File: src/hdl/adsq_cfg.svh
/*
  adsq_cfg.svh - timing counts, field positions and reset values for the
  converter sequencing control.
  assumes: included by bare name from the design files of this block.
*/
`ifndef ADSQ_CFG_SVH
`define ADSQ_CFG_SVH

// system clock period in picoseconds (100 MHz)
`define ADSQ_CLK_PS          10000
// settle wait after reference connect, nanoseconds; cycles round up
`define ADSQ_SETTLE_NS       1000
`define ADSQ_SETTLE_CYC      ((`ADSQ_SETTLE_NS * 1000 + `ADSQ_CLK_PS - 1) / `ADSQ_CLK_PS)
// field positions inside the first control word
`define ADSQ_CTRL1_START_BIT 6
// conversion clock divider reset value and conversion length in conv clocks minus one
`define ADSQ_DIV_RST         8'h04
`define ADSQ_CONV_TICKS      8'h0e
// result reset value
`define ADSQ_RESULT_RST      10'h000
// number of analog channels and channel that starts the upper group
`define ADSQ_NUM_CH          8
`define ADSQ_UPPER_CH        4

`endif

File: src/hdl/adsq_pkg.sv
/*
  adsq_pkg.sv - types shared by the converter sequencing control.
  assumes: nothing beyond the compile order of the files.
*/
package adsq_pkg;
  // operating modes of the converter
  typedef enum logic [2:0] {
    ADSQ_ONE_SHOT,
    ADSQ_REPEAT,
    ADSQ_SINGLE_SWEEP,
    ADSQ_REPEAT_SWEEP0,
    ADSQ_REPEAT_SWEEP1
  } adsq_mode_type;

  typedef logic [9:0] adsq_result_type;
endpackage : adsq_pkg

File: src/hdl/adsq_ctrl.sv
/*
  adsq_ctrl.sv - sequencing control of the analog-to-digital converter:
  start, trigger, mode sequencing, result storage, completion flag, abort.
  assumes: one 100 MHz clock; analog sample values arrive as parallel
  data from the converter core; configuration is held by the host.
*/
// Functional notes
// host changes the three control words only while stopped, except start.
// host waits 1 us after connecting the reference before starting.
// host keeps direction of every analog input pin at input.
// with external trigger selected the trigger pin stays an input.
// a low level on an upper analog pin raises a key interrupt.
// host keeps the conversion clock within 250 kHz/1 MHz to 10 MHz.
// host rewrites channel and sweep select after any mode change.
// a read of a result register coinciding with its own store is flagged as a hazard.
// completion sets the interrupt request flag for polling.
// in one-shot and single sweep the host waits for completion.
// in repeat modes the host runs the cpu on the undivided clock.
// clearing start mid-conversion aborts and spoils every result.
// host disables the interrupt before aborting a single sweep.
// setting start converts at once or on the next trigger edge.
`timescale 1ns/1ps
`default_nettype none
`include "adsq_cfg.svh"
module adsq_ctrl (
  input  wire logic                     CLK_SYS,
  input  wire logic                     RESET,
  input  wire logic                     CONVERSION_START,
  input  wire logic                     TRIGGER_SELECT,
  input  wire logic                     EXTERNAL_TRIGGER_PIN,
  input  wire logic                     REFERENCE_CONNECT,
  input  wire adsq_pkg::adsq_mode_type  MODE,
  input  wire logic [2:0]               CHANNEL_SELECT,
  input  wire logic [1:0]               SWEEP_SELECT,
  input  wire logic [7:0]               CONV_CLK_DIV,
  input  wire logic                     KEY_INT_ENABLE,
  input  wire logic [3:0]               UPPER_ANALOG_PINS,
  input  wire adsq_pkg::adsq_result_type SAMPLE_DATA,
  input  wire logic                     RESULT_READ,
  input  wire logic [2:0]               RESULT_READ_SEL,
  input  wire logic                     IRQ_FLAG_CLEAR,
  output var  adsq_pkg::adsq_result_type RESULT_DATA,
  output var  logic [2:0]               SAMPLE_CHANNEL,
  output var  logic                     INTERRUPT_REQUEST_FLAG,
  output var  logic                     KEY_INTERRUPT,
  output var  logic                     BUSY,
  output var  logic                     RESULTS_INVALID,
  output var  logic                     READ_HAZARD,
  output var  logic                     REFERENCE_READY
);
  import adsq_pkg::*;

  typedef enum logic [1:0] {S_IDLE, S_ARMED, S_CONV} adsq_state_type;

  adsq_state_type  state_reg, state_next;
  logic [2:0]      ch_reg, ch_next, last_ch_reg, last_ch_next;
  logic [7:0]      tick_cnt_reg, tick_cnt_next;
  logic [9:0]      settle_reg, settle_next;
  logic            irq_next, inv_next, haz_next, refrdy_next, busy_next;
  logic            start_d_reg, ref_d_reg;
  logic [2:0]      trg_sync_reg;
  logic            trg_level_reg, trg_level_next;
  logic [3:0]      key_s1_reg, key_s2_reg, key_s3_reg;
  logic [3:0]      key_lvl_reg, key_lvl_next;
  logic            key_next;
  adsq_result_type result_reg [`ADSQ_NUM_CH];
  adsq_result_type rd_next;
  logic            store;
  logic            conv_tick;
  logic            trig_edge;

  adsq_clkdiv u_div (
    .clk  (CLK_SYS),
    .rst  (RESET),
    .run  (state_reg == S_CONV),
    .div  (CONV_CLK_DIV),
    .tick (conv_tick)
  );

  // pin synchronisers: three stages, change accepted when stages 2 and 3 agree
  always_ff @(posedge CLK_SYS or posedge RESET) begin
    if (RESET) begin
      trg_sync_reg <= 3'h7;
      key_s1_reg   <= 4'hf;
      key_s2_reg   <= 4'hf;
      key_s3_reg   <= 4'hf;
    end else begin
      trg_sync_reg <= {trg_sync_reg[1:0], EXTERNAL_TRIGGER_PIN};
      key_s1_reg   <= UPPER_ANALOG_PINS;
      key_s2_reg   <= key_s1_reg;
      key_s3_reg   <= key_s2_reg;
    end
  end

  // filtered levels and the falling trigger edge used to start
  always_comb begin
    trg_level_next = trg_level_reg;
    if (trg_sync_reg[1] == trg_sync_reg[2]) begin
      trg_level_next = trg_sync_reg[2];
    end
    trig_edge = trg_level_reg && !trg_level_next;
    for (int i = 0; i < 4; i++) begin
      key_lvl_next[i] = key_lvl_reg[i];
      if (key_s2_reg[i] == key_s3_reg[i]) begin
        key_lvl_next[i] = key_s3_reg[i];
      end
    end
    // key interrupt fires on any upper pin going low
    key_next = KEY_INT_ENABLE && |(key_lvl_reg & ~key_lvl_next);
  end

  // settle counter restarts when the reference is connected
  always_comb begin
    settle_next = settle_reg;
    if (!REFERENCE_CONNECT) begin
      settle_next = 10'h000;
    end else if (!ref_d_reg) begin
      settle_next = 10'h000;
    end else if (settle_reg != 10'(`ADSQ_SETTLE_CYC)) begin
      settle_next = settle_reg + 10'h001;
    end
    refrdy_next = REFERENCE_CONNECT && ref_d_reg &&
                  (settle_next == 10'(`ADSQ_SETTLE_CYC));
  end

  // sequencer: start, per-channel conversion, sweep and repeat, abort
  always_comb begin
    state_next    = state_reg;
    ch_next       = ch_reg;
    last_ch_next  = last_ch_reg;
    tick_cnt_next = tick_cnt_reg;
    inv_next      = RESULTS_INVALID;
    store         = 1'b0;
    case (state_reg)
      S_IDLE: begin
        if (CONVERSION_START && !start_d_reg) begin
          // sweep starts at channel 0; single modes use channel select
          if (MODE == ADSQ_ONE_SHOT || MODE == ADSQ_REPEAT) begin
            ch_next      = CHANNEL_SELECT;
            last_ch_next = CHANNEL_SELECT;
          end else begin
            ch_next      = 3'h0;
            last_ch_next = {SWEEP_SELECT, 1'b1};
          end
          tick_cnt_next = 8'h00;
          state_next = TRIGGER_SELECT ? S_ARMED : S_CONV;
        end
      end
      S_ARMED: begin
        if (!CONVERSION_START) begin
          // dropping start while armed is an abort as well
          state_next = S_IDLE;
          inv_next   = 1'b1;
        end else if (trig_edge) begin
          state_next = S_CONV;
          inv_next   = 1'b0;
        end
      end
      S_CONV: begin
        inv_next = inv_next && !(ch_reg == 3'h0);
        if (!CONVERSION_START) begin
          // abort: every result is to be discarded
          state_next = S_IDLE;
          inv_next   = 1'b1;
        end else if (conv_tick) begin
          if (tick_cnt_reg == `ADSQ_CONV_TICKS) begin
            store         = 1'b1;
            tick_cnt_next = 8'h00;
            if (ch_reg != last_ch_reg) begin
              ch_next = ch_reg + 3'h1;
            end else if (MODE == ADSQ_ONE_SHOT ||
                         MODE == ADSQ_SINGLE_SWEEP) begin
              state_next = S_IDLE;
            end else if (MODE != ADSQ_REPEAT) begin
              ch_next = 3'h0;
            end
          end else begin
            tick_cnt_next = tick_cnt_reg + 8'h01;
          end
        end
      end
      default: begin
        state_next = S_IDLE;
      end
    endcase
    busy_next = state_next != S_IDLE;
    // completion flag: set wins over a clear in the same cycle
    irq_next = (INTERRUPT_REQUEST_FLAG && !IRQ_FLAG_CLEAR) || store;
    // a read landing on the stored register in that same cycle is unsafe
    haz_next = RESULT_READ && store && (RESULT_READ_SEL == ch_reg);
    rd_next  = RESULT_READ ? result_reg[RESULT_READ_SEL] : RESULT_DATA;
  end

  // result array: only the converted channel is written
  always_ff @(posedge CLK_SYS or posedge RESET) begin
    if (RESET) begin
      for (int i = 0; i < `ADSQ_NUM_CH; i++) begin
        result_reg[i] <= `ADSQ_RESULT_RST;
      end
    end else if (store) begin
      result_reg[ch_reg] <= SAMPLE_DATA;
    end
  end

  // state registers
  always_ff @(posedge CLK_SYS or posedge RESET) begin
    if (RESET) begin
      state_reg              <= S_IDLE;
      ch_reg                 <= 3'h0;
      last_ch_reg            <= 3'h0;
      tick_cnt_reg           <= 8'h00;
      settle_reg             <= 10'h000;
      start_d_reg            <= 1'b0;
      ref_d_reg              <= 1'b0;
      trg_level_reg          <= 1'b1;
      key_lvl_reg            <= 4'hf;
      RESULT_DATA            <= `ADSQ_RESULT_RST;
      SAMPLE_CHANNEL         <= 3'h0;
      INTERRUPT_REQUEST_FLAG <= 1'b0;
      KEY_INTERRUPT          <= 1'b0;
      BUSY                   <= 1'b0;
      RESULTS_INVALID        <= 1'b0;
      READ_HAZARD            <= 1'b0;
      REFERENCE_READY        <= 1'b0;
    end else begin
      state_reg              <= state_next;
      ch_reg                 <= ch_next;
      last_ch_reg            <= last_ch_next;
      tick_cnt_reg           <= tick_cnt_next;
      settle_reg             <= settle_next;
      start_d_reg            <= CONVERSION_START;
      ref_d_reg              <= REFERENCE_CONNECT;
      trg_level_reg          <= trg_level_next;
      key_lvl_reg            <= key_lvl_next;
      RESULT_DATA            <= rd_next;
      SAMPLE_CHANNEL         <= ch_next;
      INTERRUPT_REQUEST_FLAG <= irq_next;
      KEY_INTERRUPT          <= key_next;
      BUSY                   <= busy_next;
      RESULTS_INVALID        <= inv_next;
      READ_HAZARD            <= haz_next;
      REFERENCE_READY        <= refrdy_next;
    end
  end
endmodule : adsq_ctrl
`default_nettype wire

File: src/hdl/adsq_clkdiv.sv
/*
  adsq_clkdiv.sv - divider making the one-cycle conversion clock enable.
  assumes: single system clock, asynchronous active-high reset.
*/
`timescale 1ns/1ps
`default_nettype none
module adsq_clkdiv (
  input  wire logic       clk,
  input  wire logic       rst,
  input  wire logic       run,
  input  wire logic [7:0] div,
  output var  logic       tick
);
  logic [7:0] cnt_reg;
  logic [7:0] cnt_next;
  logic       tick_next;

  // count down while running; reload from div so changes take effect later
  always_comb begin
    cnt_next  = cnt_reg;
    tick_next = 1'b0;
    if (!run) begin
      cnt_next = div;
    end else if (cnt_reg == 8'h00) begin
      cnt_next  = div;
      tick_next = 1'b1;
    end else begin
      cnt_next = cnt_reg - 8'h01;
    end
  end

  always_ff @(posedge clk or posedge rst) begin
    if (rst) begin
      cnt_reg <= 8'h00;
      tick    <= 1'b0;
    end else begin
      cnt_reg <= cnt_next;
      tick    <= tick_next;
    end
  end
endmodule : adsq_clkdiv
`default_nettype wire

File: config.mk
export PLATFORM = sky130hd
export DESIGN_NAME = adsq_ctrl
export DESIGN_NICKNAME = d
export VERILOG_FILES = /design/src/hdl/adsq_pkg.sv /design/src/hdl/adsq_ctrl.sv /design/src/hdl/adsq_clkdiv.sv
export VERILOG_INCLUDE_DIRS = /design/src /design/src/hdl
export SDC_FILE = /design/constraint.sdc
export NUM_CORES = 1
export LEC_CHECK = 0
export ABC_AREA = 1
export BUFFER_PORTS_ARGS = -buffer_cell sky130_fd_sc_hd__buf_4
export CAP_MARGIN = 20
export CORE_AREA = 2 2 119 121
export DETAILED_ROUTE_END_ITERATION = 16
export DIE_AREA = 0 0 121 123
export GPL_ROUTABILITY_DRIVEN = 0
export PLACE_DENSITY = 0.75
export SETUP_SLACK_MARGIN = 0.4
export SLEW_MARGIN = 20
export SYNTH_ARGS = -nofsm -noshare
export SYNTH_HDL_FRONTEND = slang
export SYNTH_SLANG_ARGS = --single-unit
File: constraint.sdc
create_clock -name CLK_SYS -period 4.6 [get_ports CLK_SYS]
set_clock_uncertainty 0.2 [all_clocks]
set_input_delay 0.46 -clock CLK_SYS [delete_from_list [all_inputs] [get_ports CLK_SYS]]
set_output_delay 0.46 -clock CLK_SYS [all_outputs]
set_load 0.01 [all_outputs]
## Word level (Yosys, flattened, before mapping)

Cells that the tools add are included.

- Input port bits: 42
- Output and inout bits: 19
- Register bits: 153
- Logic and storage cells: 143

- Order comparisons: 3
- Add/subtract/negate cells: 4
- Equality and inequality tests: 22
- Reductions and logical operators: 29
- Bitwise operators: 4
- Mux-type cells: 51

Operators by type and width:

| operator | count |
|---|---|
| $bwmux 80 | 1 |
| $mux 10 | 6 |
| $mux 8 | 6 |
| $bmux 10 s3 | 1 |
| $demux 10 s3 | 1 |
| $mux 3 | 9 |
| $mux 2 | 9 |
| $pmux 8 s2 | 1 |
| $mux 1 | 14 |
| $add 10x1->10 const B | 1 |
| $eq 10x7->1 const B | 1 |
| $logic_and 1x1->1 | 10 |
| $ne 10x7->1 const B | 1 |
| $ne 3x3->1 const B | 3 |
| $add 8x1->8 const B | 1 |
| $eq 8x4->1 const B | 1 |
| $ge 4x4->1 const B | 2 |
| $logic_not 8->1 | 1 |
| $ne 2x2->1 const B | 4 |
| $not 3->4 | 2 |
| $sub 8x1->8 const B | 1 |
| $reduce_and 7->1 | 1 |
| $logic_not 3->1 | 2 |
| $pmux 2 s3 | 1 |
| other kinds (21) | 33 |

## Logic depth before layout (Yosys ltp)

Gate-level depths: netlist of the first run.

- Depth after elaboration: 9
- Mapped depth: 11
- Gate-level depth less buffers: 11

## Modules after synthesis

Synthesis of the first run repeated with hierarchy kept, for this count alone.

- Cells, all modules: 958
- Area total of the unflattened synthesis: 7652.3 um^2

By module, submodules not included:

| module | area each (um^2) | instances | cells each | seq. area each (um^2) |
|---|---|---|---|---|
| adsq_ctrl | 7086.8 | 1 | 880 | 3628.5 |
| adsq_clkdiv | 565.5 | 1 | 78 | 225.2 |

## Least setup slack after synthesis of the first run

Ideal clock, no wire load.

- Path type: flip-flop to flip-flop
- From: register ch_reg[2]
- To: register ch_reg[0]
- Setup time: 129 ps
- Buffers on the path: 1
- Path slack: 2887 ps
- Period minus slack after synthesis: 1713 ps
- Cell stages (with the launch flop): 8
- Arrival time: 1385 ps
- Cell sequence: dfrtp_1 -> clkbuf_1 -> xnor2_1 -> nand3_1 -> nor3_1 -> nor2_4 -> nand2_1 -> o21ai_0

- Cells in the longest elaborated chain, start to end: 6

Ends and longest elaborated chain:

| element | RTL line | source |
|---|---|---|
| from (decl) | adsq_ctrl.sv:56 | `logic [2:0] ch_reg, ch_next, last_ch_reg, last_ch_next;` |
| from (signal assigned) | adsq_ctrl.sv:227 | `ch_reg <= ch_next;` |
| $ne 3x3->1 * | adsq_ctrl.sv:169 | `if (ch_reg != last_ch_reg) begin` |
| $mux 3 | adsq_ctrl.sv:169 |  |
| $mux 3 | adsq_ctrl.sv:166 | `` if (tick_cnt_reg == `ADSQ_CONV_TICKS) begin `` |
| $mux 3 | adsq_ctrl.sv:165 | `end else if (conv_tick) begin` |
| $mux 3 | adsq_ctrl.sv:161 | `if (!CONVERSION_START) begin` |
| $pmux 3 s2 | adsq_ctrl.sv:134 | `case (state_reg)` |

Every way passes the cells marked *; elsewhere a longest branch is shown, timed or not. The select of a mux whose other input is x is not followed.
A chain may end at the register's enable or synchronous reset.

## Worst setup path after layout of the first run

- From: input port CONVERSION_START
- To: register result_reg[1] in the netlist's numbering

- Cells in the longest elaborated chain, start to end: 2

Ends and longest elaborated chain:

| element | RTL line | source |
|---|---|---|
| from (decl) | adsq_ctrl.sv:28 | `input wire logic CONVERSION_START,` |
| $mux 1 | adsq_ctrl.sv:161 |  |
| $mux 1 | adsq_ctrl.sv:134 |  |
| to (signal, indexed assignment) | adsq_ctrl.sv:198 | `` result_reg[i] <= `ADSQ_RESULT_RST; `` |
| to (decl) | adsq_ctrl.sv:66 | `` adsq_result_type result_reg [`ADSQ_NUM_CH]; `` |

No other way between the ends.

==> results.json, run 1 <==
{
  "finalNonFillerCells": 1094,
  "placedCellCount": 1055,
  "vias": 5547,
  "path_clk_slew_ns": 0.06,
  "cts_buffers": 17,
  "worst_pin_slew_ns": 0.849,
  "ys_warn_count": 0,
  "die-area_sq_mm": 0.0149,
  "async_reset_ff_share_pct": 100,
  "synth_area_sq_mm": 0.00715,
  "place_hpwl_microns": 9390,
  "htreeDepth": 4,
  "core_region_area_sq_mm": 0.0136,
  "cp-end-kind": "register",
  "dr.pass1.iters": 5,
  "antenna_found_initial": 0,
  "ctsResizeCount": 0,
  "fin_crit_ns": 2.49,
  "yosys.cell_count.top_type": "inv_1",
  "rows": 43,
  "setup_viol": 0,
  "wl_microns": 14400,
  "max_freq_mhz": 402,
  "gr-total-overflow": 0,
  "grt_pass1_vias": 5184,
  "max_stage_delay_ns": 0.66,
  "vias_per_cell": 5.07,
  "io_buffers": 60,
  "synth-seq-cells": 153,
  "hold_class": "in -> async",
  "post_cts_buffers": 0,
  "outcome": "finished clean",
  "period_share_pct": 54.1,
  "regArea_sq_mm": 0.00385,
  "die_x_microns": 121,
  "n_fill_cell": 1209,
  "synth_nets": 909,
  "ys.flop_type": "dfrtp_1",
  "synth.area.top_cells": "dfrtp_1, a21oi_1, inv_1",
  "multiInputGateArea_sq_mm": 0.00255,
  "finalSetupTns_ns": 0,
  "cap_violations": 0,
  "crit_slowest_cell": "nand3_1",
  "crit_fanout": 20,
  "num-nets-final": 951,
  "num_antenna_cells": 0,
  "critPathKind": "in -> reg",
  "grt.total_usage_pct": 20.9,
  "rsz0062_at_grt": "no",
  "cts_tree": "built",
  "area_growth_pct": 16.3,
  "netlist-cell-type-count": 33,
  "final_antenna_net_count": 0,
  "io_pins": 61,
  "drive_gt1_share_pct": 13.0,
  "synth_top_area_share_pct": 46.6,
  "grt_pass1_wl_microns": 24600,
  "clock_sinks": 153,
  "power_leakage_nw": 4.15,
  "start_util_pct": 52.5,
  "p_per_area_mw_per_mm2": 382,
  "synth_largest_area_cell": "dfrtp_1",
  "drc_errors": 0,
  "relSlewSlack_pct": 43.3,
  "synth-edff-count": 0,
  "clk_latency_ns": 0.42,
  "crit_chain": "dlygate4sd3_1 > buf_4 > nand3_2 > nor3_4 > nand3_1 > nor2_1 > a21oi_1",
  "synth_common_cells": "inv_1, dfrtp_1, nor2_1",
  "slew_viol_final": 0,
  "startpoint_type": "input port",
  "dieHeight_microns": 123,
  "worstPathArrival_ns": 2.56,
  "power.total_w": 0.00317,
  "clockBufferDepth": 2,
  "ys_seq_area_share_pct": 53.9,
  "avgSynthCellArea_sq_um": 8.32,
  "syn_inst": 859,
  "required_ns": 4.67,
  "detail_route.wl_per_cell_microns": 13.2,
  "largest_reg_flops": 80,
  "hold_violations": 0,
  "clockRootBuffer": "clkbuf_16",
  "drt_iter0_drc": 348,
  "grt_max_degree": 154,
  "peakVddDrop_v": 0.000254
}
==> timing repair <==
item                                    CTS  global route
endpoints found under the setup margin    0             0
hold buffers                              7             0
hold endpoints to repair                  7             0
==> metal layers <==
metal | vias up | wire (microns) | track usage, % | share of wire (%)
li1 | 2815 | - | - | -
met1 | 2603 | 6790 | 28.1 | 47
met2 | 113 | 6830 | 33.3 | 47
met3 | 16 | 593 | 4.61 | 4.1
met4 | 0 | 221 | 8.28 | 1.5
met5 | - | 0 | 0 | 0
==> power breakdown <==
group / leakage, nW / internal [W] / switching (W) / total, W
logic: 2.27 / 0.000122 / 0.000183 / 0.000305
clock network: 0.298 / 0.000894 / 0.000521 / 0.00142
registers: 1.58 / 0.00141 / 0.0000465 / 0.00145
==> metrics by stage <==
stage / cell area, sq um / hold slack [ns] / setup WS (ns) / utilization, %
after floorplan: 7150 / 0.145 / 2.03 / -
after global placement: 7650 / 0.146 / 2.22 / 56.2
after detailed placement: 7650 / 0.147 / 2.17 / 56.2
after CTS: 8320 / 0.0298 / 2.12 / 61.1
after global routing: 8320 / 0.0299 / 1.87 / 61.1
final: 8320 / 0.00517 / 2.11 / 61.1
==> logic make-up after synthesis <==
kind of cell	Yosys count	share of synthesized area (%)
XOR/XNOR	11	1.35
adder cells (fa/ha/maj)	10	1.68
buffers and inverters	189	10.4
flip-flops	153	53.9
AO/OA/AOI/OAI	205	15.3
AND/OR/NAND/NOR	291	17.3
==> placed cells by master (no fill, tap or decap), drive strengths merged <==
cell	n
a21boi	1
a21o	1
a21oi	121
a31oi	3
buf	61
bufinv	3
clkbuf	24
clkinv	6
clkinvlp	1
dfrtp	133
dfstp	20
dlygate4sd3	7
ha	8
inv	142
maj3	2
nand2	80
nand3	57
nand3b	2
nand4	5
nor2	137
nor3	10
o2111ai	1
o211ai	21
o21ai	54
o21bai	1
o22ai	2
xnor2	6
xor2	5
==> final timing paths <==
path	startpoint	end	slack (ns)	depth (start not counted)
max	CONVERSION_START	result_reg[1]	2.11	7
min	RESET	settle_reg[0]	0.005	3
max reg2reg	tick_cnt_reg[0]	result_reg[1]	2.18	7
min reg2reg	key_s1_reg[2]	key_s2_reg[2]	0.15	0
max in group asynchronous	RESET	result_reg[69]	3.52	3
min in group CLK_SYS	CONV_CLK_DIV[3]	u_div.cnt_reg[3]	0.04	3
==> critical path, delay by kind of cell <==
kind	cells	cell delay [ns]
buffers and inverters	2	0.69
and+or+nand+nor	4	1.34
AOI/OAI and AO/OA	1	0.06
==> cell type report <==
class / instances / share of cell area (%)
Clock buffer: 24 / 5.79
Clock inverter: 8 / 1.43
Inverter: 144 / 6.54
Multi-Input combinational cell: 517 / 30.7
Sequential cell: 153 / 46.3
Tap cell: 180 / 2.71
Timing Repair Buffer: 68 / 6.50
No activity file was read; power rests on OpenSTA's default activity.
==> inputs of run 2 (changes only) <==
==> constraint.sdc (replaced) <==
create_clock -name CLK_SYS -period 2.12 [get_ports CLK_SYS]
set_clock_uncertainty 0.2 [all_clocks]
set_input_delay 0.212 -clock CLK_SYS [delete_from_list [all_inputs] [get_ports CLK_SYS]]
set_output_delay 0.212 -clock CLK_SYS [all_outputs]
set_load 0.01 [all_outputs]
==> run 2 against run 1 <==
Effect of this change:
- global-route usage is 2.8 points higher
- die area stayed put
- largest power group unchanged
- critical path type is now reg -> reg
- sequential power is 120% higher
- non-clock buffer count is 92 higher
- via count is 20% higher
- utilization is 13 points higher
- sequential cell count stayed put
- cell count is 8.4% higher
- critical path depth is 1 higher
- sequential share of layout area is 8.2 points lower
- power is 120% higher
- count of clock-buffer cells in the layout is 2 lower
==> results.json, run 2 (same netlist as run 1, synthesis figures left out) <==
{
  "p_comb_share_pct": 12.7,
  "detail_route.wl_per_cell_microns": 16.9,
  "io_pins": 61,
  "switching_share_pct": 26.6,
  "critPathKind": "reg -> reg",
  "clockRootBuffer": "clkbuf_16",
  "cp-end-kind": "register",
  "start_util_pct": 52.5,
  "num-nets-final": 1043,
  "antenna_found_initial": 0,
  "slew_viol_final": 0,
  "startpoint_type": "register",
  "p_seq_share_pct": 44.7,
  "cts_buffers": 17,
  "reg2reg_to": "result_reg[19]",
  "fin_crit_ns": 1.93,
  "drive_gt1_share_pct": 31.6,
  "grt_pass1_vias": 5813,
  "max_stage_delay_ns": 0.40,
  "worst_pin_slew_ns": 0.437,
  "grt.total_usage_pct": 23.7,
  "die_x_microns": 121,
  "cts_tree": "built",
  "grt_max_degree": 83,
  "period_share_pct": 91.2,
  "crit_slowest_cell": "dfrtp_1",
  "vias": 6644,
  "gr-total-overflow": 0,
  "core_region_area_sq_mm": 0.0136,
  "drt_iter0_drc": 608,
  "switchingPower_w": 0.00189,
  "clk_latency_ns": 0.43,
  "crit_fanout": 5,
  "cap_violations": 0,
  "path_clk_slew_ns": 0.06,
  "relSlewSlack_pct": 70.9,
  "path_common_cell": "buf_6",
  "hold_end": "RESULT_DATA[8]",
  "wl_microns": 20100,
  "setup_ws_ns": 0.187,
  "place_hpwl_microns": 10100,
  "hold_class": "in -> reg",
  "outcome": "finished clean",
  "rows": 43,
  "rr_worst_depth": 8,
  "r2r_slack_ns": 0.19,
  "dr.pass1.iters": 6,
  "hold_path_depth": 4,
  "power_leakage_nw": 4.73,
  "final_antenna_net_count": 0,
  "dieHeight_microns": 123,
  "crit_chain": "inv_2 > ha_4 > nand2_4 > nor3_4 > buf_6 > nand3_4 > buf_6 > a21oi_1",
  "max_freq_mhz": 517,
  "fin_util_pct": 74.2,
  "required_ns": 2.24,
  "vias_per_cell": 5.60,
  "rsz0062_at_grt": "yes",
  "hp-start": "RESULT_READ_SEL[2]",
  "largest_reg_flops": 80,
  "num_antenna_cells": 0,
  "grt_pass1_wl_microns": 27700,
  "critPathBufInv": 3,
  "mostFrequentLayoutCells": "inv_1, dfrtp_1, a21oi_1",
  "io_buffers": 60,
  "peakVddDrop_v": 0.000652,
  "reg2reg_from": "tick_cnt_reg[0]",
  "crit_family": "buffers and inverters",
  "intPower_w": 0.00521,
  "die-area_sq_mm": 0.0149,
  "clockBufferDepth": 2,
  "drc_errors": 0,
  "setup_viol": 0,
  "area_growth_pct": 41.2,
  "power.share.clock_pct": 42.6,
  "final_common_cell": "inv_1",
  "clock_sinks": 153,
  "hold_violations": 0,
  "htreeDepth": 4,
  "p_per_area_mw_per_mm2": 703,
  "pre_cts_ws_ns": 0.206,
  "worstPathArrival_ns": 2.06
}
[run 2: cell count changes in the layout (fill, tap and decap cells not counted), moves of 7 or more]
cell           previous run  this run
nand3_4                   0         8
buf_6                     0        16
a21oi_2                   0        20
dlygate4sd3_1             7        38
nor2_4                    3        51
buf_8                     0        10
inv_1                   140       133
nor2_1                  133        53
nor2_2                    1        33
buf_4                    60        86
a21oi_1                 121       101
clkbuf_16                17        25
nand3_1                  56        44
[run 2: layout make-up]
type,count,area [sq um]
clock buffers,22,529
clock inverters,10,76.3
fillers,874,3520
inverters,144,549
multi-input cells,517,3280
flip-flops and latches,153,3850
well taps,180,225
repair buffers,160,1580
[run 2: worst max-delay path by stage]
stage	from	slack, ns	cells after the start	to
after floorplan	RESET	-0.21	1	BUSY
after global placement	tick_cnt_reg[0]	0.29	8	result_reg[44]
after detailed placement	state_reg[0]	0.21	7	result_reg[46]
after CTS	settle_reg[1]	0.33	10	REFERENCE_READY
after global routing	tick_cnt_reg[0]	0.14	8	result_reg[20]
final	tick_cnt_reg[0]	0.19	8	result_reg[19]
[run 2: metrics by stage]
| step | power, W | hold WS, ns | setup TNS, ns | cells | instance area [sq um] |
|---|---|---|---|---|---|
| 2_1_floorplan | 0.00361 | 0.0165 | -27.48 | 859 | 7150 |
| 3_3_place_gp | 0.00387 | 0.120 | 0 | 1072 | 7800 |
| 3_5_place_dp | 0.00389 | 0.121 | 0 | 1072 | 7800 |
| 4_1_cts | 0.00699 | 0.00806 | 0 | 1164 | 9180 |
| 5_1_grt | 0.00736 | 0.0690 | 0 | 1186 | 10100 |
| 6_report | 0.00710 | 0.0170 | 0 | 1186 | 10100 |
[run 2: timing repair]
item                                   CTS  global route
setup endpoints to repair               87           101
cloned                                   5            13
endpoints found under the hold margin  263             0
hold buffers                            38             0
pin swaps                               13            17
buffers inserted                        17             9
gates resized for setup                 62           204
[run 2: power by group through the flow]
| stage | Sequential (W) | Combinational [W] | Clock [W] |
|---|---|---|---|
| 2_1_floorplan | 0.00320 | 0.000412 | 0 |
| 3_3_place_gp | 0.00320 | 0.000673 | 0 |
| 3_5_place_dp | 0.00320 | 0.000682 | 0 |
| 4_1_cts | 0.00316 | 0.000791 | 0.00304 |
| 5_1_grt | 0.00318 | 0.000991 | 0.00318 |
| 6_report | 0.00317 | 0.000903 | 0.00302 |
[run 2: routing by layer]
layer,up-vias,GRT usage (%),share of wire (%)
met5,-,0,0
met4,0,9.88,3.2
met3,64,4.34,6.2
met2,327,38.7,51
met1,3232,31.3,40
li1,3021,-,-
[run 2: worst register-to-register path, stage by stage, from the launching register on]
cell,delay [ns]
dfrtp_1,0.40
inv_2,0.09
ha_4,0.14
nand2_4,0.06
nor3_4,0.22
buf_6,0.18
nand3_4,0.14
buf_6,0.18
a21oi_1,0.23
